### config.mk
export PLATFORM = sky130hd
export DESIGN_NAME = frcc_top
export DESIGN_NICKNAME = d
export VERILOG_FILES = /design/src/hdl/frcc_pkg.sv /design/src/hdl/frcc_top.sv
export VERILOG_INCLUDE_DIRS = /design/src /design/src/hdl
export SDC_FILE = /design/constraint.sdc
export NUM_CORES = 1
export LEC_CHECK = 0
export ABC_AREA = 1
export BUFFER_PORTS_ARGS = -buffer_cell sky130_fd_sc_hd__buf_2
export CORE_ASPECT_RATIO = 1.5
export CORE_MARGIN = 2
export CORE_UTILIZATION = 33
export DETAILED_ROUTE_END_ITERATION = 7
export PLACE_DENSITY = 0.53
export RECOVER_POWER = 50
export SYNTH_ARGS = -nofsm -noshare
export SYNTH_HDL_FRONTEND = slang
export SYNTH_SLANG_ARGS = --single-unit
### constraint.sdc
create_clock -name ref_clk -period 5.4 [get_ports ref_clk]
set_input_delay 1.08 -clock ref_clk [delete_from_list [all_inputs] [get_ports ref_clk]]
set_output_delay 1.08 -clock ref_clk [all_outputs]
set_load 0.02 [all_outputs]
### src/hdl/frcc_defines.svh
// frcc_defines.svh: offsets, field positions, codes and reset values
// assumes: included by the top module only, no other use
`ifndef FRCC_DEFINES_SVH
`define FRCC_DEFINES_SVH

// ---------------------------------------------------------------
// register offsets (byte addresses, one 32-bit word each)
// ---------------------------------------------------------------
`define FRCC_OFS_CTRL     8'h00
`define FRCC_OFS_FLAG     8'h04
`define FRCC_OFS_RB_LO    8'h08
`define FRCC_OFS_RB_HI    8'h0c
`define FRCC_OFS_ADDR     8'h10

// ---------------------------------------------------------------
// field positions
// ---------------------------------------------------------------
`define FRCC_CTRL_SRST    0
`define FRCC_CTRL_DEV_LO  1
`define FRCC_CTRL_SEC_LO  16
`define FRCC_FLAG_RANGE   1
`define FRCC_FLAG_SUSP    2
`define FRCC_FLAG_CRC     4
`define FRCC_FLAG_READY   7

// ---------------------------------------------------------------
// link codes, crc constants, reset values
// ---------------------------------------------------------------
`define FRCC_CODE_ACT     8'h9b
`define FRCC_CODE_SUB     8'h27
`define FRCC_CODE_RANGE   8'hfe
`define FRCC_CODE_RDBACK  8'h96
`define FRCC_CODE_SUSPEND 8'h75
`define FRCC_SEQ_BYTES    5'h13
`define FRCC_RB_BYTES     7'h08
`define FRCC_RB_LOCS      7'h40
`define FRCC_CRC_POLY     64'h42f0e1eba9ea3693
`define FRCC_CRC_INIT     64'h0000000000000000
`define FRCC_RB_RESET     64'h0000000000000000

`endif

### src/hdl/frcc_pkg.sv
// frcc_pkg.sv: types of the range crc check block
// assumes: nothing included; no macro of frcc_defines.svh used
package frcc_pkg;

  typedef enum logic [1:0] {
    FRCC_MODE_NONE, FRCC_MODE_SEQ, FRCC_MODE_RDBACK, FRCC_MODE_BAD
  } frcc_mode_type;

  typedef enum logic [1:0] {
    FRCC_ENG_IDLE, FRCC_ENG_REQ, FRCC_ENG_WAIT
  } frcc_eng_type;

  typedef enum logic [1:0] {
    FRCC_DEV_STANDBY, FRCC_DEV_PROG_ERASE, FRCC_DEV_SUB_PROG_SUSP,
    FRCC_DEV_ERASE_SUSP
  } frcc_dev_type;

  typedef enum logic [2:0] {
    FRCC_OP_READ_MEM, FRCC_OP_READ_STATUS, FRCC_OP_PROGRAM,
    FRCC_OP_ERASE, FRCC_OP_WRITE_NV, FRCC_OP_WRITE_VOL, FRCC_OP_SUSPEND
  } frcc_op_type;

  typedef struct packed {
    logic [2:0]    cs_s;
    logic [2:0]    sck_s;
    logic [1:0]    mosi_s;
    logic [2:0]    bit_cnt;
    logic [4:0]    byte_cnt;
    logic [6:0]    shift;
    frcc_mode_type mode;
    logic [2:0]    out_cnt;
    logic [7:0]    out_sh;
    logic [6:0]    rb_idx;
    logic          miso;
    logic          miso_oe;
    logic [63:0]   exp_crc;
    logic [31:0]   seq_start;
    logic [31:0]   seq_end;
    frcc_eng_type  eng;
    logic [63:0]   crc;
    logic [31:0]   addr;
    logic [31:0]   stop;
    logic [63:0]   rb;
    logic          flag_range;
    logic          flag_susp;
    logic          flag_crc;
    logic          mem_rd;
    logic [31:0]   mem_addr;
    frcc_dev_type  dev;
    logic [15:0]   susp_sector;
    logic          op_done;
    logic          op_accept;
    logic          pready;
    logic          pslverr;
    logic [31:0]   prdata;
    logic          crc_busy;
  } frcc_state_type;

endpackage

### src/hdl/frcc_top.sv
// frcc_top.sv: range crc check engine, serial link, admission, apb
// assumes: ref_clk 100 MHz; link pins asynchronous; memory on ref_clk
`include "frcc_defines.svh"

module frcc_top (
  input  wire logic        ref_clk,
  input  wire logic        rstn,
  input  wire logic        psel,
  input  wire logic        penable,
  input  wire logic        pwrite,
  input  wire logic [7:0]  paddr,
  input  wire logic [31:0] pwdata,
  output logic      [31:0] prdata,
  output logic             pready,
  output logic             pslverr,
  input  wire logic        sck,
  input  wire logic        cs_n,
  input  wire logic        mosi,
  output logic             miso,
  output logic             miso_oe,
  output logic             mem_rd,
  output logic      [31:0] mem_addr,
  input  wire logic [7:0]  mem_rdata,
  input  wire logic        mem_rvalid,
  input  wire logic        op_valid,
  input  wire logic [2:0]  op_class,
  input  wire logic [15:0] op_sector,
  output logic             op_done,
  output logic             op_accept,
  output logic             crc_busy
);

  frcc_pkg::frcc_state_type s_r;
  frcc_pkg::frcc_state_type s_nxt;

  // ---------------------------------------------------------------
  // functions
  // ---------------------------------------------------------------
  function automatic logic [63:0] crc_byte(input logic [63:0] c,
                                           input logic [7:0]  d);
    logic [63:0] r;
    logic        fb;
    r = c;
    for (int i = 0; i < 8; i++) begin
      fb = r[63] ^ d[i];
      r  = {r[62:0], 1'b0} ^ (fb ? `FRCC_CRC_POLY : 64'h0);
    end
    return r;
  endfunction

  function automatic logic [7:0] rb_byte(input logic [63:0] rb,
                                         input logic [6:0]  idx);
    if (idx < `FRCC_RB_BYTES) begin
      return rb[idx[2:0]*8 +: 8];
    end
    return 8'h00;
  endfunction

  function automatic logic admit(input frcc_pkg::frcc_dev_type dev,
                                 input logic [2:0]  cls,
                                 input logic [15:0] sec,
                                 input logic [15:0] ssec);
    logic ok;
    ok = 1'b0;
    case (dev)
      frcc_pkg::FRCC_DEV_STANDBY:
        ok = (cls != frcc_pkg::FRCC_OP_SUSPEND);
      frcc_pkg::FRCC_DEV_PROG_ERASE:
        ok = (cls == frcc_pkg::FRCC_OP_READ_STATUS) ||
             (cls == frcc_pkg::FRCC_OP_SUSPEND);
      frcc_pkg::FRCC_DEV_SUB_PROG_SUSP:
        ok = (cls == frcc_pkg::FRCC_OP_READ_MEM) ||
             (cls == frcc_pkg::FRCC_OP_READ_STATUS) ||
             (cls == frcc_pkg::FRCC_OP_WRITE_VOL);
      frcc_pkg::FRCC_DEV_ERASE_SUSP:
        ok = (cls == frcc_pkg::FRCC_OP_READ_MEM) ||
             (cls == frcc_pkg::FRCC_OP_READ_STATUS) ||
             (cls == frcc_pkg::FRCC_OP_WRITE_VOL) ||
             ((cls == frcc_pkg::FRCC_OP_PROGRAM) && (sec != ssec));
      default: ok = 1'b0;
    endcase
    // erase and nonvolatile writes only in standby
    if ((cls == frcc_pkg::FRCC_OP_ERASE ||
         cls == frcc_pkg::FRCC_OP_WRITE_NV) &&
        dev != frcc_pkg::FRCC_DEV_STANDBY) begin
      ok = 1'b0;
    end
    return ok;
  endfunction

  // ---------------------------------------------------------------
  // event decode
  // ---------------------------------------------------------------
  logic       cs_low;
  logic       cs_rise;
  logic       sck_rise;
  logic       sck_fall;
  logic       byte_end;
  logic [7:0] rx_byte;
  logic       confirm;
  logic       bad_range;
  logic       apb_wr;
  logic       apb_rd;
  logic       soft_rst;
  logic       busy;
  logic       fold;
  logic       last;
  logic       susp_cmd;
  logic [63:0] crc_fold;

  always_comb begin
    cs_low    = ~s_r.cs_s[1];
    cs_rise   = s_r.cs_s[1] & ~s_r.cs_s[2];
    sck_rise  = s_r.sck_s[1] & ~s_r.sck_s[2] & cs_low;
    sck_fall  = ~s_r.sck_s[1] & s_r.sck_s[2] & cs_low;
    byte_end  = sck_rise && (s_r.bit_cnt == 3'h7);
    rx_byte   = {s_r.shift, s_r.mosi_s[1]};
    busy      = (s_r.eng != frcc_pkg::FRCC_ENG_IDLE);
    // whole sequence, byte aligned, then chip select high
    confirm   = cs_rise && (s_r.mode == frcc_pkg::FRCC_MODE_SEQ) &&
                (s_r.byte_cnt == `FRCC_SEQ_BYTES) &&
                (s_r.bit_cnt == 3'h0) && !busy;
    bad_range = s_r.seq_end < s_r.seq_start;
    apb_wr    = psel & penable & pwrite & ~s_r.pready;
    apb_rd    = psel & penable & ~pwrite & ~s_r.pready;
    soft_rst  = apb_wr && (paddr == `FRCC_OFS_CTRL) &&
                pwdata[`FRCC_CTRL_SRST];
    fold      = (s_r.eng == frcc_pkg::FRCC_ENG_WAIT) && mem_rvalid;
    last      = fold && (s_r.addr == s_r.stop);
    susp_cmd  = byte_end && (s_r.byte_cnt == 5'h0) &&
                (rx_byte == `FRCC_CODE_SUSPEND) && busy;
    crc_fold  = crc_byte(s_r.crc, mem_rdata);
  end

  // ---------------------------------------------------------------
  // next state
  // ---------------------------------------------------------------
  always_comb begin
    s_nxt = s_r;
    s_nxt.cs_s    = {s_r.cs_s[1:0], cs_n};
    s_nxt.sck_s   = {s_r.sck_s[1:0], sck};
    s_nxt.mosi_s  = {s_r.mosi_s[0], mosi};
    s_nxt.mem_rd  = 1'b0;
    s_nxt.op_done = 1'b0;
    s_nxt.pready  = 1'b0;
    s_nxt.pslverr = 1'b0;

    // link framing and byte capture
    if (!cs_low) begin
      s_nxt.bit_cnt  = 3'h0;
      s_nxt.byte_cnt = 5'h0;
      s_nxt.mode     = frcc_pkg::FRCC_MODE_NONE;
      s_nxt.miso_oe  = 1'b0;
    end else if (sck_rise) begin
      s_nxt.shift   = rx_byte[6:0];
      s_nxt.bit_cnt = s_r.bit_cnt + 3'h1;
      if (byte_end) begin
        if (s_r.byte_cnt != 5'h1f) begin
          s_nxt.byte_cnt = s_r.byte_cnt + 5'h1;
        end
        case (s_r.mode == frcc_pkg::FRCC_MODE_RDBACK ? 5'h1f : s_r.byte_cnt)
          5'h00: begin
            if (rx_byte == `FRCC_CODE_ACT) begin
              s_nxt.mode = frcc_pkg::FRCC_MODE_SEQ;
            end else if (rx_byte == `FRCC_CODE_RDBACK) begin
              s_nxt.mode    = frcc_pkg::FRCC_MODE_RDBACK;
              s_nxt.out_sh  = rb_byte(s_r.rb, 7'h0);
              s_nxt.rb_idx  = 7'h1;
              s_nxt.out_cnt = 3'h0;
              s_nxt.miso_oe = 1'b1;
            end else begin
              s_nxt.mode = frcc_pkg::FRCC_MODE_BAD;
            end
          end
          5'h01: begin
            if (rx_byte != `FRCC_CODE_SUB) begin
              s_nxt.mode = frcc_pkg::FRCC_MODE_BAD;
            end
          end
          5'h02: begin
            if (rx_byte != `FRCC_CODE_RANGE) begin
              s_nxt.mode = frcc_pkg::FRCC_MODE_BAD;
            end
          end
          default: begin
            if (s_r.mode == frcc_pkg::FRCC_MODE_SEQ && !busy) begin
              if (s_r.byte_cnt >= 5'h03 && s_r.byte_cnt <= 5'h0a) begin
                s_nxt.exp_crc[(s_r.byte_cnt - 5'h03)*8 +: 8] =
                  rx_byte;
              end else if (s_r.byte_cnt <= 5'h0e) begin
                s_nxt.seq_start[(s_r.byte_cnt - 5'h0b)*8 +: 8] =
                  rx_byte;
              end else if (s_r.byte_cnt <= 5'h12) begin
                s_nxt.seq_end[(s_r.byte_cnt - 5'h0f)*8 +: 8] =
                  rx_byte;
              end
            end
          end
        endcase
      end
    end else if (sck_fall && s_r.mode == frcc_pkg::FRCC_MODE_RDBACK) begin
      // readback shifts out msb of each byte first
      s_nxt.miso    = s_r.out_sh[7];
      s_nxt.out_cnt = s_r.out_cnt + 3'h1;
      if (s_r.out_cnt == 3'h7) begin
        s_nxt.out_sh = rb_byte(s_r.rb, s_r.rb_idx);
        if (s_r.rb_idx != 7'h7f) begin
          s_nxt.rb_idx = s_r.rb_idx + 7'h1;
        end
      end else begin
        s_nxt.out_sh = {s_r.out_sh[6:0], 1'b0};
      end
    end

    // suspend request while busy; the clear at the end of the check and the software reset win over the set
    if (susp_cmd) begin
      s_nxt.flag_susp = 1'b1;
    end

    // check engine; write enable latch is never consulted
    case (s_r.eng)
      frcc_pkg::FRCC_ENG_IDLE: begin
        if (confirm) begin
          s_nxt.rb = `FRCC_RB_RESET;
          if (bad_range) begin
            s_nxt.flag_range = 1'b1;
          end else begin
            s_nxt.crc  = `FRCC_CRC_INIT;
            s_nxt.addr = s_r.seq_start;
            s_nxt.stop = s_r.seq_end;
            s_nxt.eng  = frcc_pkg::FRCC_ENG_REQ;
          end
        end
      end
      frcc_pkg::FRCC_ENG_REQ: begin
        s_nxt.mem_rd   = 1'b1;
        s_nxt.mem_addr = s_r.addr;
        s_nxt.eng      = frcc_pkg::FRCC_ENG_WAIT;
      end
      frcc_pkg::FRCC_ENG_WAIT: begin
        if (fold) begin
          s_nxt.crc = crc_fold;
          if (last) begin
            s_nxt.eng       = frcc_pkg::FRCC_ENG_IDLE;
            s_nxt.flag_susp = 1'b0;
            if (crc_fold != s_r.exp_crc) begin
              s_nxt.flag_crc = 1'b1;
              s_nxt.rb       = crc_fold;
            end
          end else begin
            s_nxt.addr = s_r.addr + 32'h1;
            s_nxt.eng  = frcc_pkg::FRCC_ENG_REQ;
          end
        end
      end
      default: s_nxt.eng = frcc_pkg::FRCC_ENG_IDLE;
    endcase

    // operation admission by device state
    if (op_valid) begin
      s_nxt.op_done   = 1'b1;
      s_nxt.op_accept = admit(s_r.dev, op_class, op_sector,
                              s_r.susp_sector);
    end

    // apb slave: one wait state, answer on second access cycle
    if (psel && penable && !s_r.pready) begin
      s_nxt.pready = 1'b1;
      s_nxt.prdata = 32'h0;
      case (paddr)
        `FRCC_OFS_CTRL: begin
          if (apb_wr) begin
            s_nxt.dev = frcc_pkg::frcc_dev_type'(
              pwdata[`FRCC_CTRL_DEV_LO +: 2]);
            s_nxt.susp_sector = pwdata[`FRCC_CTRL_SEC_LO +: 16];
          end
          s_nxt.prdata[`FRCC_CTRL_DEV_LO +: 2]  = s_r.dev;
          s_nxt.prdata[`FRCC_CTRL_SEC_LO +: 16] = s_r.susp_sector;
        end
        `FRCC_OFS_FLAG: begin
          // write one clears the range and crc flags; a hardware set this cycle still wins
          if (apb_wr && pwdata[`FRCC_FLAG_RANGE] &&
              !(confirm && bad_range)) begin
            s_nxt.flag_range = 1'b0;
          end
          if (apb_wr && pwdata[`FRCC_FLAG_CRC] &&
              !(last && crc_fold != s_r.exp_crc)) begin
            s_nxt.flag_crc = 1'b0;
          end
          s_nxt.prdata[`FRCC_FLAG_RANGE] = s_r.flag_range;
          s_nxt.prdata[`FRCC_FLAG_SUSP]  = s_r.flag_susp;
          s_nxt.prdata[`FRCC_FLAG_CRC]   = s_r.flag_crc;
          s_nxt.prdata[`FRCC_FLAG_READY] = ~busy;
        end
        `FRCC_OFS_RB_LO: s_nxt.prdata = s_r.rb[31:0];
        `FRCC_OFS_RB_HI: s_nxt.prdata = s_r.rb[63:32];
        `FRCC_OFS_ADDR:  s_nxt.prdata = s_r.addr;
        default:         s_nxt.pslverr = 1'b1;
      endcase
    end

    // software reset aborts the check and clears readback, suspend flag and fetch strobe
    if (soft_rst) begin
      s_nxt.eng       = frcc_pkg::FRCC_ENG_IDLE;
      s_nxt.rb        = `FRCC_RB_RESET;
      s_nxt.flag_susp = 1'b0;
      s_nxt.mem_rd    = 1'b0;
    end
    s_nxt.crc_busy = (s_nxt.eng != frcc_pkg::FRCC_ENG_IDLE);
  end

  // ---------------------------------------------------------------
  // state register
  // ---------------------------------------------------------------
  always_ff @(posedge ref_clk or negedge rstn) begin
    if (!rstn) begin
      s_r      <= '0;
      s_r.cs_s <= 3'h7;
    end else begin
      s_r <= s_nxt;
    end
  end

  assign prdata    = s_r.prdata;
  assign pready    = s_r.pready;
  assign pslverr   = s_r.pslverr;
  assign miso      = s_r.miso;
  assign miso_oe   = s_r.miso_oe;
  assign mem_rd    = s_r.mem_rd;
  assign mem_addr  = s_r.mem_addr;
  assign op_done   = s_r.op_done;
  assign op_accept = s_r.op_accept;
  assign crc_busy  = s_r.crc_busy;

  // ---------------------------------------------------------------
  // checks
  // ---------------------------------------------------------------
  range_abort_a: assert property (@(posedge ref_clk) disable iff (!rstn)
    confirm && bad_range && !soft_rst |=>
      s_r.flag_range && s_r.eng == frcc_pkg::FRCC_ENG_IDLE)
    else $error("reversed range not aborted");
  start_clear_a: assert property (@(posedge ref_clk) disable iff (!rstn)
    confirm && !soft_rst |=> s_r.rb == 64'h0)
    else $error("readback not cleared at start");
  fail_store_a: assert property (@(posedge ref_clk) disable iff (!rstn)
    last && crc_fold != s_r.exp_crc && !soft_rst |=>
      s_r.flag_crc && s_r.rb == $past(crc_fold))
    else $error("mismatch not flagged or stored");
  pass_zero_a: assert property (@(posedge ref_clk) disable iff (!rstn)
    last && crc_fold == s_r.exp_crc |=> s_r.rb == 64'h0)
    else $error("passing check left readback nonzero");
  suspend_set_a: assert property (@(posedge ref_clk) disable iff (!rstn)
    susp_cmd && !last && !soft_rst |=> s_r.flag_susp && busy)
    else $error("suspend flag not set or check stopped");
  suspend_end_a: assert property (@(posedge ref_clk) disable iff (!rstn)
    last |=> !s_r.flag_susp)
    else $error("suspend flag not cleared at end");
  srst_abort_a: assert property (@(posedge ref_clk) disable iff (!rstn)
    soft_rst |=> !busy && s_r.rb == 64'h0 ##1 !s_r.mem_rd)
    else $error("software reset did not abort");
  fetch_order_a: assert property (@(posedge ref_clk) disable iff (!rstn)
    s_r.eng == frcc_pkg::FRCC_ENG_REQ && !soft_rst |=>
      s_r.mem_rd && s_r.mem_addr == $past(s_r.addr))
    else $error("fetch address wrong");
  suspend_admit_a: assert property (@(posedge ref_clk) disable iff (!rstn)
    op_valid && op_class == frcc_pkg::FRCC_OP_SUSPEND &&
      s_r.dev != frcc_pkg::FRCC_DEV_PROG_ERASE |=> op_done && !op_accept)
    else $error("suspend admitted outside busy state");
  nv_admit_a: assert property (@(posedge ref_clk) disable iff (!rstn)
    op_valid && (op_class == frcc_pkg::FRCC_OP_WRITE_NV ||
      op_class == frcc_pkg::FRCC_OP_ERASE) |=>
      op_accept == ($past(s_r.dev) == frcc_pkg::FRCC_DEV_STANDBY))
    else $error("erase or nonvolatile write admission wrong");

endmodule

==> metrics.txt <==
GR Util met1=0.283; Vias=24.7k; failing checks=capacitance limit, slew limit; htree depth=2; final period utilization=0.818; Setup crit start kind=flip-flop; post-route ant nets=0; Peak supply drop=185 uV; gr ovfl total=0; postcts setup bufs=0; initial antenna violation count=2; Post-CTS Resized=0; Synth Flop Type=dfrtp_1; met2 Track Usage GR=0.407; Clock Power Share=0.425; Setup-failing EPs final=0; slowest stage delay, CP=0.67 ns; layout cells sized above 1=0.105; R2R Path Start=s_r[443]$_DFFE_PN0P_; Placer Congestion=0.996; Top delay family on crit path=simple AND/OR/NAND/NOR gates; IO Port Bufs=136; met3 GRT Util=0.0251; commonest non-fill, non-tap cell in the layout=nand2_1; DIE WIDTH=239 um; commonest non-fill, non-tap cells in the layout=nand2_1, dfrtp_1, inv_1; RSZ-0062 raised after global routing=false; P_sw=2.50 mW; number of global-route vias before repair=23.9k; Setup Crit Path Kind=reg2reg; DP HPWL=79,100 um; Warnings, synthesis=0; mean post-synth cell area=7.39 sq um; clk buf depth=3; Tot GR Track Use=0.242; largest net degree at the start of global routing=110; Post-CTS Hold Buffers=0; Max Freq=226 MHz; die area=85,000 sq um; Via-to-Cell Ratio=5.13; Final nets=3,872; Synth cell types=53; status=finished, violations left; Syn Std Cell Area=27,300 sq um; Slew headroom=-0.740; starting density of the core=0.332; core box area=82,200 sq um; Flop pwr share=0.426; crit path max fanout=16; syn nets=3,836; CP most frequent cell=nand2_1; switch share=0.299; combinational share of power=0.149; HP Start=s_nxt[453]$_DFF_PN0_; Post-synth EDFFs=0; fillers=8,671; Hold Violations, Final=0; worst-margin pin slew=2.61 ns; number of cells on the worst hold path=0; Internal=5.86 mW; min cycle time layout=4.42 ns; HP Class=reg2reg; post-synth top area cell=dfrtp_1; maxcap violations=5; CTS Buf Count=48; DR WL/cell=21.4 um; Gate Count Post-Synth=3,693; Sequential Area=11,500 sq um; chip height=356 um; Synth top area share=0.417; Pwr Density=276 nW/um^2; Clock Latency Late Sink=0.62 ns; Remaining DRCs=0; CTS tree=built; Pleak=15.2 nW; GRT busiest layer=met2; CP Depth=20; pins over their slew limit=405; setup tns final=0 ns; crit path capture type=flip-flop; iteration count of the initial detailed-routing pass=5; Async S/R FF share, synth=1.00; final hold slack=0.354 ns; synth-to-layout area growth=11.1%; footprint of the multi-input gates=13,200 sq um; CTS Sinks=458; top cells by area, synth=dfrtp_1, nand2_1, o21ai_0; sequential cell area fraction in the yosys report=0.420; FF+latch count, synth=458; critical-path cell list=inv_1 > ha_1 > nor2_2 > inv_2 > nor2_1 > inv_1 > nor2_1 > inv_1 > nor2_1 > nand2_1 > ha_1 > inv_1 > nor4_1 > nand2_1 > nand2_1 > o21ai_1 > a2111oi_2 > nand2_1 > nand2_1 > o21ai_0; first-pass GRT wire length=153,000 um; flop2flop setup slack=0.98 ns; I/O pins=149; Worst Clk Skew=0.0351 ns; post-route setup slack=0.983 ns; Bufs and invs on worst path=5; worst path required time=5.88 ns; Worst Hold End=s_nxt[454]$_DFF_PN0_; row cnt=129; CP max stage cell=a2111oi_2; worst r2r path cells=20; Setup WS pre-CTS=0.507 ns; WP data arrival=4.90 ns; initial DRC count=1,871; drt total wl=103,000 um; Root Driver=clkbuf_16; Clock transition at path regs=0.06 ns
## power by group through the flow
stage	sequential (mW)	clock, mW	combinational (mW)
5_1_grt	3.56	3.74	1.36
3_3_place_gp	3.62	0	1.23
3_5_place_dp	3.62	0	1.23
6_report	3.56	3.55	1.24
4_1_cts	3.56	3.62	1.24
2_1_floorplan	3.60	0	0.706
## layout make-up
type	instances	share of cell area
Antenna cell	3	0.000248
Clock buffer	66	0.0463
Clock inverter	17	0.00780
Inverter	385	0.0478
Multi-Input combinational cell	2634	0.436
Sequential cell	458	0.378
Tap cell	1048	0.0433
Timing Repair Buffer	202	0.0403
## through the flow
stage / instances / cell area [sq um] / power (mW) / utilization
2_1_floorplan: 3693 / 27300 / 4.30 / -
3_3_place_gp: 4727 / 28700 / 4.85 / 0.349
3_5_place_dp: 4727 / 28700 / 4.85 / 0.349
4_1_cts: 4810 / 30300 / 8.42 / 0.369
5_1_grt: 4812 / 30300 / 8.67 / 0.369
6_report: 4813 / 30300 / 8.35 / 0.369
## layer usage
layer | part of all wire | wire length (um) | vias to the layer above
met5 | 0 | 0 | -
met4 | 0.093 | 9570 | 0
met3 | 0.037 | 3830 | 237
met2 | 0.47 | 48700 | 626
met1 | 0.40 | 41000 | 11700
li1 | - | - | 12100
## synth_stat cells, types with 41 or more instances
cell type / n
nand3_1: 272
clkbuf_1: 108
dfrtp_1: 455
ha_1: 66
inv_1: 362
nor2_1: 240
buf_4: 75
o21ai_0: 303
o22ai_1: 69
a21oi_1: 64
nand3b_1: 41
nand2_1: 1187
## worst max path at each step
stage / from / endpoint / slack [ns]
final: s_r[443]$_DFFE_PN0P_ / flip-flop / 0.98
after global routing: s_r[443]$_DFFE_PN0P_ / flip-flop / 0.44
after CTS: s_r[443]$_DFFE_PN0P_ / flip-flop / 0.93
after detailed placement: mem_rdata[2] / s_r[154]$_DFFE_PN0P_ / 0.51
after global placement: mem_rdata[2] / s_r[132]$_DFFE_PN0P_ / 0.54
after floorplan: s_r[442]$_DFFE_PN0P_ / flip-flop / 1.54
## cell families (layout without fill, tap and decap cells)
family	count (synthesis)	count (layout)	synth area share
AND/OR/NAND/NOR	1912	1912	0.300
buffers and inverters	601	670	0.0966
AO/OA/AOI/OAI	554	554	0.116
flip-flops	458	458	0.420
XOR/XNOR	72	72	0.0242
adder cells (fa/ha/maj)	66	66	0.0303
multiplexers	30	30	0.0122
other	0	3	0
No activity file was read; power rests on OpenSTA's default activity.
